<file path="src/gam_pkg.sv">
// Notes on behaviour
// at reset release the mode pin level is captured into mode bit 7.
// mode register reads anytime; writes apply only for permitted mode transitions.
// forbidden transition keeps mode and locks later mode writes, except in special mode.
// while secured, every write to the mode register is ignored.
// program, ram and data flash pages also expand debug addresses; debug reads/writes them.
// debug local addresses expand with the same scheme as cpu local addresses.
// seven-bit cpu global page plus local address forms a 23-bit global address.
// cpu global page is used only during cpu global instructions.
// cpu global address is page in bits 22:16, cpu local address in 15:0.
// debug global page used only for firmware global commands or hardware commands.
// hardware commands use debug local address; firmware commands use cpu local address.
// ram ends just below 0x10_0000; lowest address is that minus ram size.
// data flash starts at 0x10_0000 and ends at that plus data flash size.
// program flash ends below 0x80_0000; lowest is that minus flash size.
// resource sizes are fixed constants; software cannot move or resize them.
// program flash size is its byte capacity as a hex quantity.
// registers and lock reset to defaults on system reset; mode reloads from pin.
package gam_pkg;
    // mode register index and byte address (index times four)
    localparam logic [7:0] MODE_INDEX = 8'h0b;
    localparam logic [7:0] ADDR_MODE = 8'h2c;
    localparam logic [7:0] ADDR_PROG_PG = 8'h40;
    localparam logic [7:0] ADDR_RAM_PG = 8'h44;
    localparam logic [7:0] ADDR_DF_PG = 8'h48;
    localparam logic [7:0] ADDR_CPU_GIDX = 8'h4c;
    localparam logic [7:0] ADDR_DBG_GIDX = 8'h50;
    localparam logic [7:0] ADDR_STATUS = 8'h54;
    localparam int MODE_BIT = 7;
    localparam logic MODE_SPECIAL = 1'b0;
    localparam int ST_LOCK_BIT = 0;
    localparam int ST_SECURE_BIT = 1;
    localparam int ST_MODE_BIT = 2;
    // page register reset values
    localparam logic [7:0] PROG_PG_RST = 8'hfe;
    localparam logic [7:0] RAM_PG_RST = 8'hfd;
    localparam logic [7:0] DF_PG_RST = 8'hfe;
    localparam logic [6:0] GIDX_RST = 7'h00;
    // debug port register selects
    localparam logic [2:0] DSEL_PROG = 3'h0;
    localparam logic [2:0] DSEL_RAM = 3'h1;
    localparam logic [2:0] DSEL_DF = 3'h2;
    localparam logic [2:0] DSEL_CPU_GIDX = 3'h3;
    localparam logic [2:0] DSEL_DBG_GIDX = 3'h4;
    // local address windows
    localparam logic [15:0] PWIN_LO = 16'h8000;
    localparam logic [15:0] PWIN_HI = 16'hbfff;
    localparam logic [15:0] RWIN_LO = 16'h1000;
    localparam logic [15:0] RWIN_HI = 16'h1fff;
    localparam logic [15:0] EWIN_LO = 16'h0800;
    localparam logic [15:0] EWIN_HI = 16'h0bff;
    localparam logic [6:0] UNPAGED_PAGE = 7'h7f;
    localparam logic [0:0] PFX_PROG = 1'b1;
    localparam logic [2:0] PFX_RAM = 3'b000;
    localparam logic [4:0] PFX_DFLASH = 5'b00100;
    // fixed resource sizes in bytes and boundaries
    localparam logic [22:0] RAM_BYTES = 23'h00_4000;
    localparam logic [22:0] DATA_FLASH_BYTES = 23'h00_8000;
    localparam logic [22:0] PROGRAM_FLASH_BYTES = 23'h04_0000;
    localparam logic [22:0] DF_BASE = 23'h10_0000;
    localparam logic [23:0] MAP_TOP = 24'h80_0000;
    localparam logic [22:0] RAM_LOW = DF_BASE - RAM_BYTES;
    localparam logic [22:0] DATA_FLASH_TOP = DF_BASE + DATA_FLASH_BYTES;
    localparam logic [22:0] FLASH_LOW = 23'(MAP_TOP - {1'b0, PROGRAM_FLASH_BYTES});
endpackage

</file>
<file path="src/gam_top.sv">
`timescale 1ns/1ps
module gam_top (
    input wire logic pclk,
    input wire logic presetn,
    input wire logic psel,
    input wire logic penable,
    input wire logic pwrite,
    input wire logic [7:0] paddr,
    input wire logic [31:0] pwdata,
    output logic [31:0] prdata,
    output logic pready,
    output logic pslverr,
    input wire logic mode_select_pin,
    input wire logic secured,
    input wire logic [15:0] cpu_addr,
    input wire logic cpu_global,
    input wire logic [15:0] dbg_addr,
    input wire logic dbg_access,
    input wire logic dbg_hw_cmd,
    input wire logic dbg_fw_global,
    input wire logic dbg_reg_wr,
    input wire logic [2:0] dbg_reg_sel,
    input wire logic [7:0] dbg_reg_wdata,
    output logic [7:0] dbg_reg_rdata,
    output logic [22:0] global_addr,
    output logic ram_hit,
    output logic dflash_hit,
    output logic pflash_hit,
    output logic mode_out
);
    logic mode_bit;
    logic mode_lock;
    logic captured;
    logic [7:0] program_page_reg;
    logic [7:0] ram_page_reg;
    logic [7:0] data_flash_page_reg;
    logic [6:0] cpu_global_page_index;
    logic [6:0] debug_global_page_index;
    logic setup;
    logic wr_en;
    logic [31:0] next_rdata;
    logic next_err;
    logic [22:0] next_gaddr;
    logic mode_wr;
    logic mode_forbidden;
    logic next_ram_hit;
    logic next_dflash_hit;
    logic next_pflash_hit;

    // page register selected by a debug port select code
    function automatic logic [7:0] page_value(input logic [2:0] sel);
        if (sel == gam_pkg::DSEL_PROG) begin
            page_value = program_page_reg;
        end else if (sel == gam_pkg::DSEL_RAM) begin
            page_value = ram_page_reg;
        end else if (sel == gam_pkg::DSEL_DF) begin
            page_value = data_flash_page_reg;
        end else if (sel == gam_pkg::DSEL_CPU_GIDX) begin
            page_value = {1'b0, cpu_global_page_index};
        end else if (sel == gam_pkg::DSEL_DBG_GIDX) begin
            page_value = {1'b0, debug_global_page_index};
        end else begin
            page_value = 8'h00;
        end
    endfunction

    // next value of one page register: the debug port wins over the bus
    function automatic logic [7:0] next_page(input logic [7:0] cur, input logic [2:0] sel,
                                             input logic [7:0] addr);
        if (dbg_reg_wr && dbg_reg_sel == sel) begin
            next_page = dbg_reg_wdata;
        end else if (wr_en && paddr == addr) begin
            next_page = pwdata[7:0];
        end else begin
            next_page = cur;
        end
    endfunction

    // half-open range test on the global map, widened so the top can be 0x80_0000
    function automatic logic in_range(input logic [22:0] a, input logic [23:0] lo,
                                      input logic [23:0] hi);
        in_range = {1'b0, a} >= lo && {1'b0, a} < hi;
    endfunction

    // local to global expansion shared by cpu and debug paths
    function automatic logic [22:0] expand(input logic [15:0] a, input logic [7:0] pp,
                                           input logic [7:0] rp, input logic [7:0] ep);
        if (a >= gam_pkg::PWIN_LO && a <= gam_pkg::PWIN_HI) begin
            expand = {gam_pkg::PFX_PROG, pp, a[13:0]};
        end else if (a >= gam_pkg::RWIN_LO && a <= gam_pkg::RWIN_HI) begin
            expand = {gam_pkg::PFX_RAM, rp, a[11:0]};
        end else if (a >= gam_pkg::EWIN_LO && a <= gam_pkg::EWIN_HI) begin
            expand = {gam_pkg::PFX_DFLASH, ep, a[9:0]};
        end else begin
            expand = {gam_pkg::UNPAGED_PAGE, a};
        end
    endfunction

    // apb phases: setup answered by pready in the following access cycle
    assign setup = psel && !penable;
    assign wr_en = psel && penable && pready && pwrite;

    // zero-wait answer flag
    always_ff @(posedge pclk or negedge presetn) begin
        if (!presetn) begin
            pready <= 1'b0;
        end else begin
            pready <= setup;
        end
    end

    // read decode and error for unmapped addresses
    always_comb begin
        next_rdata = 32'h0000_0000;
        next_err = 1'b0;
        if (paddr == gam_pkg::ADDR_MODE) begin
            next_rdata[gam_pkg::MODE_BIT] = mode_bit;
        end else if (paddr == gam_pkg::ADDR_PROG_PG) begin
            next_rdata[7:0] = page_value(gam_pkg::DSEL_PROG);
        end else if (paddr == gam_pkg::ADDR_RAM_PG) begin
            next_rdata[7:0] = page_value(gam_pkg::DSEL_RAM);
        end else if (paddr == gam_pkg::ADDR_DF_PG) begin
            next_rdata[7:0] = page_value(gam_pkg::DSEL_DF);
        end else if (paddr == gam_pkg::ADDR_CPU_GIDX) begin
            next_rdata[7:0] = page_value(gam_pkg::DSEL_CPU_GIDX);
        end else if (paddr == gam_pkg::ADDR_DBG_GIDX) begin
            next_rdata[7:0] = page_value(gam_pkg::DSEL_DBG_GIDX);
        end else if (paddr == gam_pkg::ADDR_STATUS) begin
            next_rdata[gam_pkg::ST_LOCK_BIT] = mode_lock;
            next_rdata[gam_pkg::ST_SECURE_BIT] = secured;
            next_rdata[gam_pkg::ST_MODE_BIT] = mode_bit;
        end else begin
            next_err = 1'b1;
        end
    end

    // read data captured at setup, held through access
    always_ff @(posedge pclk or negedge presetn) begin
        if (!presetn) begin
            prdata <= 32'h0000_0000;
        end else if (setup) begin
            prdata <= pwrite ? 32'h0000_0000 : next_rdata;
        end
    end

    // error flag captured at setup for unmapped addresses
    always_ff @(posedge pclk or negedge presetn) begin
        if (!presetn) begin
            pslverr <= 1'b0;
        end else if (setup) begin
            pslverr <= next_err;
        end
    end

    // a mode write reaches the bits only once captured and while unsecured
    assign mode_wr = wr_en && paddr == gam_pkg::ADDR_MODE && captured && !secured;
    // normal to special is the one transition that is never allowed
    assign mode_forbidden = mode_bit != gam_pkg::MODE_SPECIAL
                            && pwdata[gam_pkg::MODE_BIT] == gam_pkg::MODE_SPECIAL;

    // mode bit: special during reset, captured once from the pin at release, then write-controlled
    always_ff @(posedge pclk or negedge presetn) begin
        if (!presetn) begin
            captured <= 1'b0;
            mode_bit <= gam_pkg::MODE_SPECIAL;
        end else if (!captured) begin
            captured <= 1'b1;
            mode_bit <= mode_select_pin;
        end else if (mode_wr && !mode_forbidden) begin
            // special mode ignores the lock
            if (mode_bit == gam_pkg::MODE_SPECIAL || !mode_lock) begin
                mode_bit <= pwdata[gam_pkg::MODE_BIT];
            end
        end
    end

    // lock: set by a forbidden request, cleared only by reset
    always_ff @(posedge pclk or negedge presetn) begin
        if (!presetn) begin
            mode_lock <= 1'b0;
        end else if (mode_wr && mode_forbidden) begin
            mode_lock <= 1'b1;
        end
    end

    // mode output mirrors the pin until captured
    always_ff @(posedge pclk or negedge presetn) begin
        if (!presetn) begin
            mode_out <= gam_pkg::MODE_SPECIAL;
        end else begin
            mode_out <= captured ? mode_bit : mode_select_pin;
        end
    end

    // program page register
    always_ff @(posedge pclk or negedge presetn) begin
        if (!presetn) begin
            program_page_reg <= gam_pkg::PROG_PG_RST;
        end else begin
            program_page_reg <= next_page(program_page_reg, gam_pkg::DSEL_PROG,
                                          gam_pkg::ADDR_PROG_PG);
        end
    end

    // ram page register
    always_ff @(posedge pclk or negedge presetn) begin
        if (!presetn) begin
            ram_page_reg <= gam_pkg::RAM_PG_RST;
        end else begin
            ram_page_reg <= next_page(ram_page_reg, gam_pkg::DSEL_RAM,
                                      gam_pkg::ADDR_RAM_PG);
        end
    end

    // data flash page register
    always_ff @(posedge pclk or negedge presetn) begin
        if (!presetn) begin
            data_flash_page_reg <= gam_pkg::DF_PG_RST;
        end else begin
            data_flash_page_reg <= next_page(data_flash_page_reg, gam_pkg::DSEL_DF,
                                             gam_pkg::ADDR_DF_PG);
        end
    end

    // cpu global page index, seven bits kept
    always_ff @(posedge pclk or negedge presetn) begin
        if (!presetn) begin
            cpu_global_page_index <= gam_pkg::GIDX_RST;
        end else begin
            cpu_global_page_index <= 7'(next_page({1'b0, cpu_global_page_index},
                                     gam_pkg::DSEL_CPU_GIDX, gam_pkg::ADDR_CPU_GIDX));
        end
    end

    // debug global page index, seven bits kept
    always_ff @(posedge pclk or negedge presetn) begin
        if (!presetn) begin
            debug_global_page_index <= gam_pkg::GIDX_RST;
        end else begin
            debug_global_page_index <= 7'(next_page({1'b0, debug_global_page_index},
                                       gam_pkg::DSEL_DBG_GIDX, gam_pkg::ADDR_DBG_GIDX));
        end
    end

    // debug port read-back of page registers
    always_ff @(posedge pclk or negedge presetn) begin
        if (!presetn) begin
            dbg_reg_rdata <= 8'h00;
        end else begin
            dbg_reg_rdata <= page_value(dbg_reg_sel);
        end
    end

    // global address source selection
    always_comb begin
        if (dbg_hw_cmd) begin
            next_gaddr = {debug_global_page_index, dbg_addr};
        end else if (dbg_fw_global) begin
            next_gaddr = {debug_global_page_index, cpu_addr};
        end else if (cpu_global) begin
            next_gaddr = {cpu_global_page_index, cpu_addr};
        end else if (dbg_access) begin
            next_gaddr = expand(dbg_addr, program_page_reg, ram_page_reg,
                                data_flash_page_reg);
        end else begin
            next_gaddr = expand(cpu_addr, program_page_reg, ram_page_reg,
                                data_flash_page_reg);
        end
    end

    // fixed resource windows; sizes are constants, never software-set
    assign next_ram_hit = in_range(next_gaddr, {1'b0, gam_pkg::RAM_LOW},
                                   {1'b0, gam_pkg::DF_BASE});
    assign next_dflash_hit = in_range(next_gaddr, {1'b0, gam_pkg::DF_BASE},
                                      {1'b0, gam_pkg::DATA_FLASH_TOP});
    assign next_pflash_hit = in_range(next_gaddr, {1'b0, gam_pkg::FLASH_LOW},
                                      gam_pkg::MAP_TOP);

    // registered global address
    always_ff @(posedge pclk or negedge presetn) begin
        if (!presetn) begin
            global_addr <= 23'h00_0000;
        end else begin
            global_addr <= next_gaddr;
        end
    end

    // ram region flag, aligned with global_addr
    always_ff @(posedge pclk or negedge presetn) begin
        if (!presetn) begin
            ram_hit <= 1'b0;
        end else begin
            ram_hit <= next_ram_hit;
        end
    end

    // data flash region flag, aligned with global_addr
    always_ff @(posedge pclk or negedge presetn) begin
        if (!presetn) begin
            dflash_hit <= 1'b0;
        end else begin
            dflash_hit <= next_dflash_hit;
        end
    end

    // program flash region flag, aligned with global_addr
    always_ff @(posedge pclk or negedge presetn) begin
        if (!presetn) begin
            pflash_hit <= 1'b0;
        end else begin
            pflash_hit <= next_pflash_hit;
        end
    end
endmodule // gam_top

</file>
<file path="config.mk">
export PLATFORM = sky130hd
export DESIGN_NAME = gam_top
export DESIGN_NICKNAME = d
export VERILOG_FILES = /design/src/gam_pkg.sv /design/src/gam_top.sv
export SDC_FILE = /design/constraint.sdc
export NUM_CORES = 1
export LEC_CHECK = 0
export ABC_AREA = 1
export BUFFER_PORTS_ARGS = -buffer_cell sky130_fd_sc_hd__buf_2
export CORE_MARGIN = 1
export CORE_UTILIZATION = 50
export DETAILED_ROUTE_END_ITERATION = 8
export GPL_ROUTABILITY_DRIVEN = 0
export HOLD_SLACK_MARGIN = 0.1
export PLACE_DENSITY = 0.88
export SYNTH_ARGS = -nofsm -noshare
export SYNTH_HDL_FRONTEND = slang
export SYNTH_SLANG_ARGS = --single-unit
</file>
<file path="constraint.sdc">
create_clock -name pclk -period 2.6 [get_ports pclk]
set_input_delay 0.13 -clock pclk [delete_from_list [all_inputs] [get_ports pclk]]
set_output_delay 0.13 -clock pclk [all_outputs]
set_load 0.02 [all_outputs]
</file>
==> results of run 1 <==
[worst paths after layout]
kind                                              end  slack (ns)  depth (start not counted)
min in group asynchronous            dbg_reg_rdata[0]        0.32                          3
setup reg to reg           debug_global_page_index[5]        0.34                          5
hold / removal                    program_page_reg[4]        0.12                          3
max in group asynchronous             ram_page_reg[0]        1.87                          3
setup / recovery           debug_global_page_index[5]        0.32                          7
hold reg to reg                             prdata[2]        0.49                          2
[where the power goes]
group	total, mW	internal (mW)	leakage [nW]	switching [mW]
registers	1.71	1.58	1.02	0.134
clock network	0.982	0.453	0.0935	0.528
logic	0.985	0.309	2.12	0.676
[per-layer routing]
layer / vias to the layer above / GRT usage, % / routed length (um)
li1: 2597 / - / -
met5: - / 0 / 0
met1: 2600 / 41.2 / 6320
met4: 0 / 16.5 / 1010
met2: 424 / 46.1 / 7120
met3: 94 / 7.17 / 2120
[synthesized netlist by cell type, drive strengths merged]
| cell type | instances |
|---|---|
| conb | 2 |
| o221ai | 12 |
| a22oi | 2 |
| nand3 | 58 |
| o211ai | 24 |
| nor3 | 6 |
| a21oi | 29 |
| a221oi | 7 |
| o21ai | 68 |
| inv | 97 |
| clkinv | 1 |
| nand3b | 2 |
| a211oi | 2 |
| nor2 | 63 |
| dfstp | 21 |
| clkbuf | 4 |
| o22ai | 9 |
| nand2 | 170 |
| a31oi | 5 |
| dfrtp | 65 |
| buf | 35 |
| nand4 | 15 |
[worst max-delay path: cells and delay by family]
| kind | cells | cell delay (ns) |
|---|---|---|
| compound gates | 2 | 0.79 |
| simple gates | 2 | 0.37 |
| buf+inv | 3 | 1.28 |
[stage by stage]
stage / cells / area [um2]
after detailed placement: 936 / 5860
after floorplan: 720 / 5340
after CTS: 992 / 6460
after global routing: 992 / 6460
after global placement: 936 / 5860
final: 992 / 6460
[area by class of cell]
type,count,area [um2]
timing repair buffer,159,1020
inverter,98,368
sequential,86,2180
multi-input combinational,497,2520
tap,136,170
clock buffer,10,128
clock inverter,6,71.3
fill,919,3820
[timing repair]
action                                 CTS  global route
setup endpoints to repair                0             0
gates resized for setup                  0             0
hold buffers                            40             0
endpoints found under the hold margin   96             0
[logic make-up after synthesis]
logic type / count (synthesis)
flip-flops: 86
buffers and inverters: 137
other: 2
AND/OR/NAND/NOR: 314
AO/OA/AOI/OAI: 158
[cell usage in the layout (no fill, tap or decap), drive strengths merged]
master / synthesis / routed
a211oi: 2 / 2
clkinvlp: 0 / 2
dlygate4sd3: 0 / 40
o211ai: 24 / 24
clkbuf: 4 / 10
a221oi: 7 / 7
nor2: 63 / 63
dfstp: 21 / 21
conb: 2 / 25
inv: 97 / 99
bufinv: 0 / 1
a22oi: 2 / 2
o221ai: 12 / 12
o21ai: 68 / 68
nand4: 15 / 15
nand2: 170 / 170
nand3b: 2 / 2
o22ai: 9 / 9
a21oi: 29 / 29
buf: 35 / 119
dfrtp: 65 / 65
nor3: 6 / 6
nand3: 58 / 58
a31oi: 5 / 5
clkinv: 1 / 2
==> impl_metrics.py, run 1 <==
metrics = {
    "final_layout": {
        "drive_gt1_share_pct": 22.3,
        "area_growth_pct": 22.9,
        "antenna_cells": 0,
        "top_register": "global_addr",
        "largest_reg_flops": 23,
        "fin_util_pct": 62.9,
        "nets": 946,
    },
    "drt": {
        "vias": 5715,
        "wl_per_cell_um": 16.7,
        "routed_wl_mm": 16.6,
        "drcViolationCount": 1,
        "dr.pass1.iters": 9,
        "drtIter0Drc": 927,
        "antenna_left": 0,
        "via_per_inst": 5.76,
    },
    "synth": {
        "synth_top_area_cell": "dfrtp_1",
        "yosysTopAreaCellShare_pct": 30.9,
        "seq_area_frac_synth_pct": 41.4,
        "synthSimpleGateAreaFrac_pct": 27.9,
        "avgSynthCellArea_um2": 7.54,
        "syn_area_um2": 5260,
        "synth_compound_area_share_pct": 18.3,
        "synthMuxAreaShare_pct": 0,
        "yosysUniqueCellTypes": 36,
        "synth_xor_area_share_pct": 0,
        "yosysWarnings": 0,
        "ys_seq_elements": 86,
        "synthAdderAreaFrac_pct": 0,
        "synth_top_family_by_area": "simple AND/OR/NAND/NOR gates",
        "synthCells": 697,
        "yosys-top-cells-area": "dfrtp_1 (31%), nand2_1 (12%), dfstp_2 (10%)",
    },
    "timing": {
        "finalSetupTns_ns": 0,
        "period_share_pct": 87.8,
        "holdWs_ns": 0.117,
        "fin_ws_ns": 0.317,
        "setup_viol": 0,
        "slew_headroom_pct": 58.0,
        "rsz0062_at_grt": "false",
        "hold_viol": 0,
        "tightest_slew_ns": 0.630,
        "fin_crit_ns": 2.28,
        "fin_skew_ns": 0.0147,
        "max_freq_ghz": 0.438,
        "finalMaxSlewViolations": 0,
    },
    "setup_path": {
        "critical_path_class": "input pin to flip-flop",
        "slowest_delay_ns": 0.64,
        "crit_chain": "dlygate4sd3_1 -> buf_2 -> nand4_2 -> o21ai_2 -> nor2_1 -> a31oi_1 -> dlygate4sd3_1",
        "worstPathRequired_ns": 2.90,
        "worstPathMaxFanout": 14,
        "crit_top_cell": "dlygate4sd3_1",
        "startpoint_type": "input pin",
        "crit_start": "pwrite",
        "critPathCaptureType": "flip-flop",
        "reg2reg_from": "pready",
        "worstPathArrival_ns": 2.58,
        "slowest_stage": "o21ai_2",
    },
    "placement": {
        "pre_cts_ws_ns": 0.649,
        "dpl.hpwl_mm": 11.8,
        "io_buffers": 115,
    },
    "floorplanning": {
        "start_util_pct": 51.2,
        "die_h_um": 105,
        "io_pins": 164,
        "fp.dieW_um": 105,
        "core_area_um2": 10300,
        "rows": 37,
        "design.die.area_um2": 10900,
    },
    "hold_path": {
        "min_path_type": "input pin to flip-flop",
        "hp-start": "dbg_reg_wdata[4]",
    },
    "clock_tree": {
        "cts_buffers": 9,
        "clk_pin_slew_ns": 0.09,
        "cts_num_sinks": 86,
        "clock_path_buffers": 2,
        "htreeDepth": 3,
        "clk-insertion-delay-late_ns": 0.37,
        "post_cts_buffers": 0,
        "cts_tree": "done",
        "cts_root_buf": "clkbuf_8",
    },
    "global_route": {
        "antenna_found_initial": 0,
        "grt_usage_pct": 30.7,
        "grt_max_degree": 87,
        "grt_pass1_wl_mm": 25.9,
        "grt_pass1_vias": 5064,
        "grt-ovfl-total": 0,
    },
    "pwr": {
        "p_per_area_nw_per_um2": 569,
        "vdd_drop_max_v": 0.000303,
        "leakage_nw": 3.23,
        "p_total_mw": 3.68,
    },
    "job": {
        "maxCapViolations": 0,
    },
    "status": {
        "status": "complete, but fails checks",
        "violations": "DRC",
    },
}
No activity file was read; power rests on OpenSTA's default activity.
==> run 2: changes to the inputs <==
Settings changed: ABC_AREA 1 to not set.
==> run 2 against run 1 <==
  * The flow now finishes without violations
  * Flip-flop and latch count unchanged
  * Via count decreased by 4.5%
  * Final cell count decreased by 12%
  * Die area decreased by 0.17%
==> impl_metrics.py, run 2 <==
metrics = {
    "placement": {
        "io_buffers": 115,
        "dpl.hpwl_mm": 11.5,
    },
    "setup_path": {
        "worstPathArrival_ns": 2.58,
        "critPathCaptureType": "flip-flop",
        "crit_start": "ram_page_reg[4]",
        "reg2reg_from": "ram_page_reg[4]",
        "worstPathMaxFanout": 5,
        "critical_path_class": "flip-flop to flip-flop",
        "startpoint_type": "flip-flop",
        "worstPathRequired_ns": 2.88,
    },
    "timing": {
        "period_share_pct": 88.6,
        "setup_viol": 0,
        "max_freq_ghz": 0.434,
        "finalMaxSlewViolations": 0,
        "rsz0062_at_grt": "false",
        "tightest_slew_ns": 1.04,
        "finalSetupTns_ns": 0,
        "fin_crit_ns": 2.30,
        "fin_skew_ns": 0.0219,
        "hold_viol": 0,
        "slew_headroom_pct": 30.9,
    },
    "floorplanning": {
        "start_util_pct": 51.3,
        "fp.dieW_um": 104,
        "die_h_um": 104,
        "design.die.area_um2": 10900,
        "io_pins": 164,
        "rows": 37,
        "core_area_um2": 10200,
    },
    "clock_tree": {
        "cts_root_buf": "clkbuf_8",
        "cts_buffers": 9,
        "clk-insertion-delay-late_ns": 0.38,
        "clock_path_buffers": 2,
        "cts_num_sinks": 86,
        "htreeDepth": 3,
        "clk_pin_slew_ns": 0.11,
        "cts_tree": "done",
    },
    "drt": {
        "vias": 5457,
        "wl_per_cell_um": 18.7,
        "drtIter0Drc": 618,
        "drcViolationCount": 0,
        "via_per_inst": 6.23,
        "dr.pass1.iters": 9,
        "routed_wl_mm": 16.3,
        "antenna_left": 0,
    },
    "global_route": {
        "grt-ovfl-total": 0,
        "grt_pass1_wl_mm": 25.7,
        "antenna_found_initial": 0,
        "grt_max_degree": 87,
        "grt_usage_pct": 30.0,
        "grt_pass1_vias": 5165,
    },
    "final_layout": {
        "layout_commonest_cell": "buf_2",
        "fin_util_pct": 63.3,
        "drive_gt1_share_pct": 24.6,
        "top_register": "global_addr",
        "area_growth_pct": 23.3,
        "largest_reg_flops": 23,
        "final_cell_mix": "buf_2 (114), dfrtp_1 (65), nand2_1 (63), o21ai_0 (58)",
        "nets": 830,
        "antenna_cells": 0,
    },
    "synth": {
        "yosysUniqueCellTypes": 66,
        "seq_area_frac_synth_pct": 41.5,
        "synthMostInstantiatedCell": "dfrtp_1",
        "synthCells": 591,
        "ys_seq_elements": 86,
        "synthArstFlopShare_pct": 100,
        "synthFlopType": "dfrtp_1",
        "synth_top_area_cell": "dfrtp_1",
        "synth-edff-count": 0,
        "avgSynthCellArea_um2": 8.88,
        "yosysWarnings": 0,
        "syn_area_um2": 5250,
        "yosys-top-cells-area": "dfrtp_1 (31%), dfstp_2 (11%), mux2i_1 (8.0%)",
        "yosysTopAreaCellShare_pct": 31.0,
        "synth_common_cells": "dfrtp_1 (65), nand2_1 (63), o21ai_0 (58)",
    },
    "hold_path": {
        "min_path_type": "input pin to flip-flop",
        "hp-start": "pwdata[3]",
    },
    "status": {
        "status": "finished, final reports clean",
    },
    "job": {
        "maxCapViolations": 0,
    },
    "pwr": {
        "leakage_nw": 2.97,
        "p_per_area_nw_per_um2": 559,
        "vdd_drop_max_v": 0.000316,
    },
}
==> run 2: cell count changes after synthesis, sizes merged, moves of 12 or more <==
cell    previous run  this run
nand2            170        63
mux2               0        12
a21oi             29        45
nor2              63        45
nand3             58         4
clkbuf             4        25
o211ai            24        11
mux2i              0        42
inv               97        23
==> run 2: kinds of logic after synthesis <==
| group | after synthesis | synth area share (%) |
|---|---|---|
| AO/OA/AOI/OAI | 188 | 23.0 |
| buffers and inverters | 81 | 7.56 |
| flip-flops | 86 | 41.5 |
| multiplexers | 54 | 10.6 |
| other | 2 | 0.143 |
| AND/OR/NAND/NOR | 180 | 17.3 |
==> run 2: layer usage <==
layer	up-vias	GRT usage, %	share of wire (%)
met5	-	0	0
met4	0	16.5	5.8
met3	113	7.27	12
met2	424	46.8	45
met1	2525	38.1	37
li1	2395	-	-
==> run 2: cell type report <==
class | instances | area [um2]
fillers | 835 | 3760
multi-input cells | 447 | 2760
flip-flops and latches | 86 | 2180
repair buffers | 168 | 1090
well taps | 136 | 170
clock buffers | 9 | 124
inverters | 23 | 86.3
clock inverters | 7 | 65.1
==> run 2: path summary, 6_finish.rpt <==
path / to / slack, ns / cells past startpoint
min in group asynchronous: prdata[4] / 0.48 / 2
max in group asynchronous: global_addr[13] / 1.46 / 2
worst max register to register: ram_hit / 0.30 / 5
worst min-delay path: ram_page_reg[3] / 0.11 / 3
worst min register to register: pslverr / 0.50 / 2
worst max-delay path: ram_hit / 0.30 / 5
==> run 2: timing repair <==
item                      in CTS  in global routing
hold buffers                  45                  0
hold endpoints to repair     105                  0
resized for setup              0                  0
buffers inserted               0                  0
==> run 2: worst max-delay path, stage by stage, from the launching register on <==
cell and delay (ns):
dfstp_2 0.61, nor4_1 0.07, o41ai_1 0.41, o21ai_0 0.26, or4b_1 0.58, nor4b_2 0.27
==> run 2: stage by stage <==
step	power, mW	std cells	worst slack, ns	hold WS [ns]	area (um2)
6_report	3.62	876	0.297	0.114	6470
4_1_cts	3.57	876	0.355	0.110	6470
5_1_grt	3.75	876	0.142	0.129	6470
3_3_place_gp	2.56	815	0.478	0.354	5830
2_1_floorplan	2.24	614	0.691	-0.166	5340
3_5_place_dp	2.59	815	0.413	0.365	5830
==> run 2: power breakdown <==
part | leakage [nW] | switching (mW) | internal, mW
combinational | 1.85 | 0.516 | 0.358
sequential | 1.02 | 0.261 | 1.57
clock | 0.0943 | 0.546 | 0.370
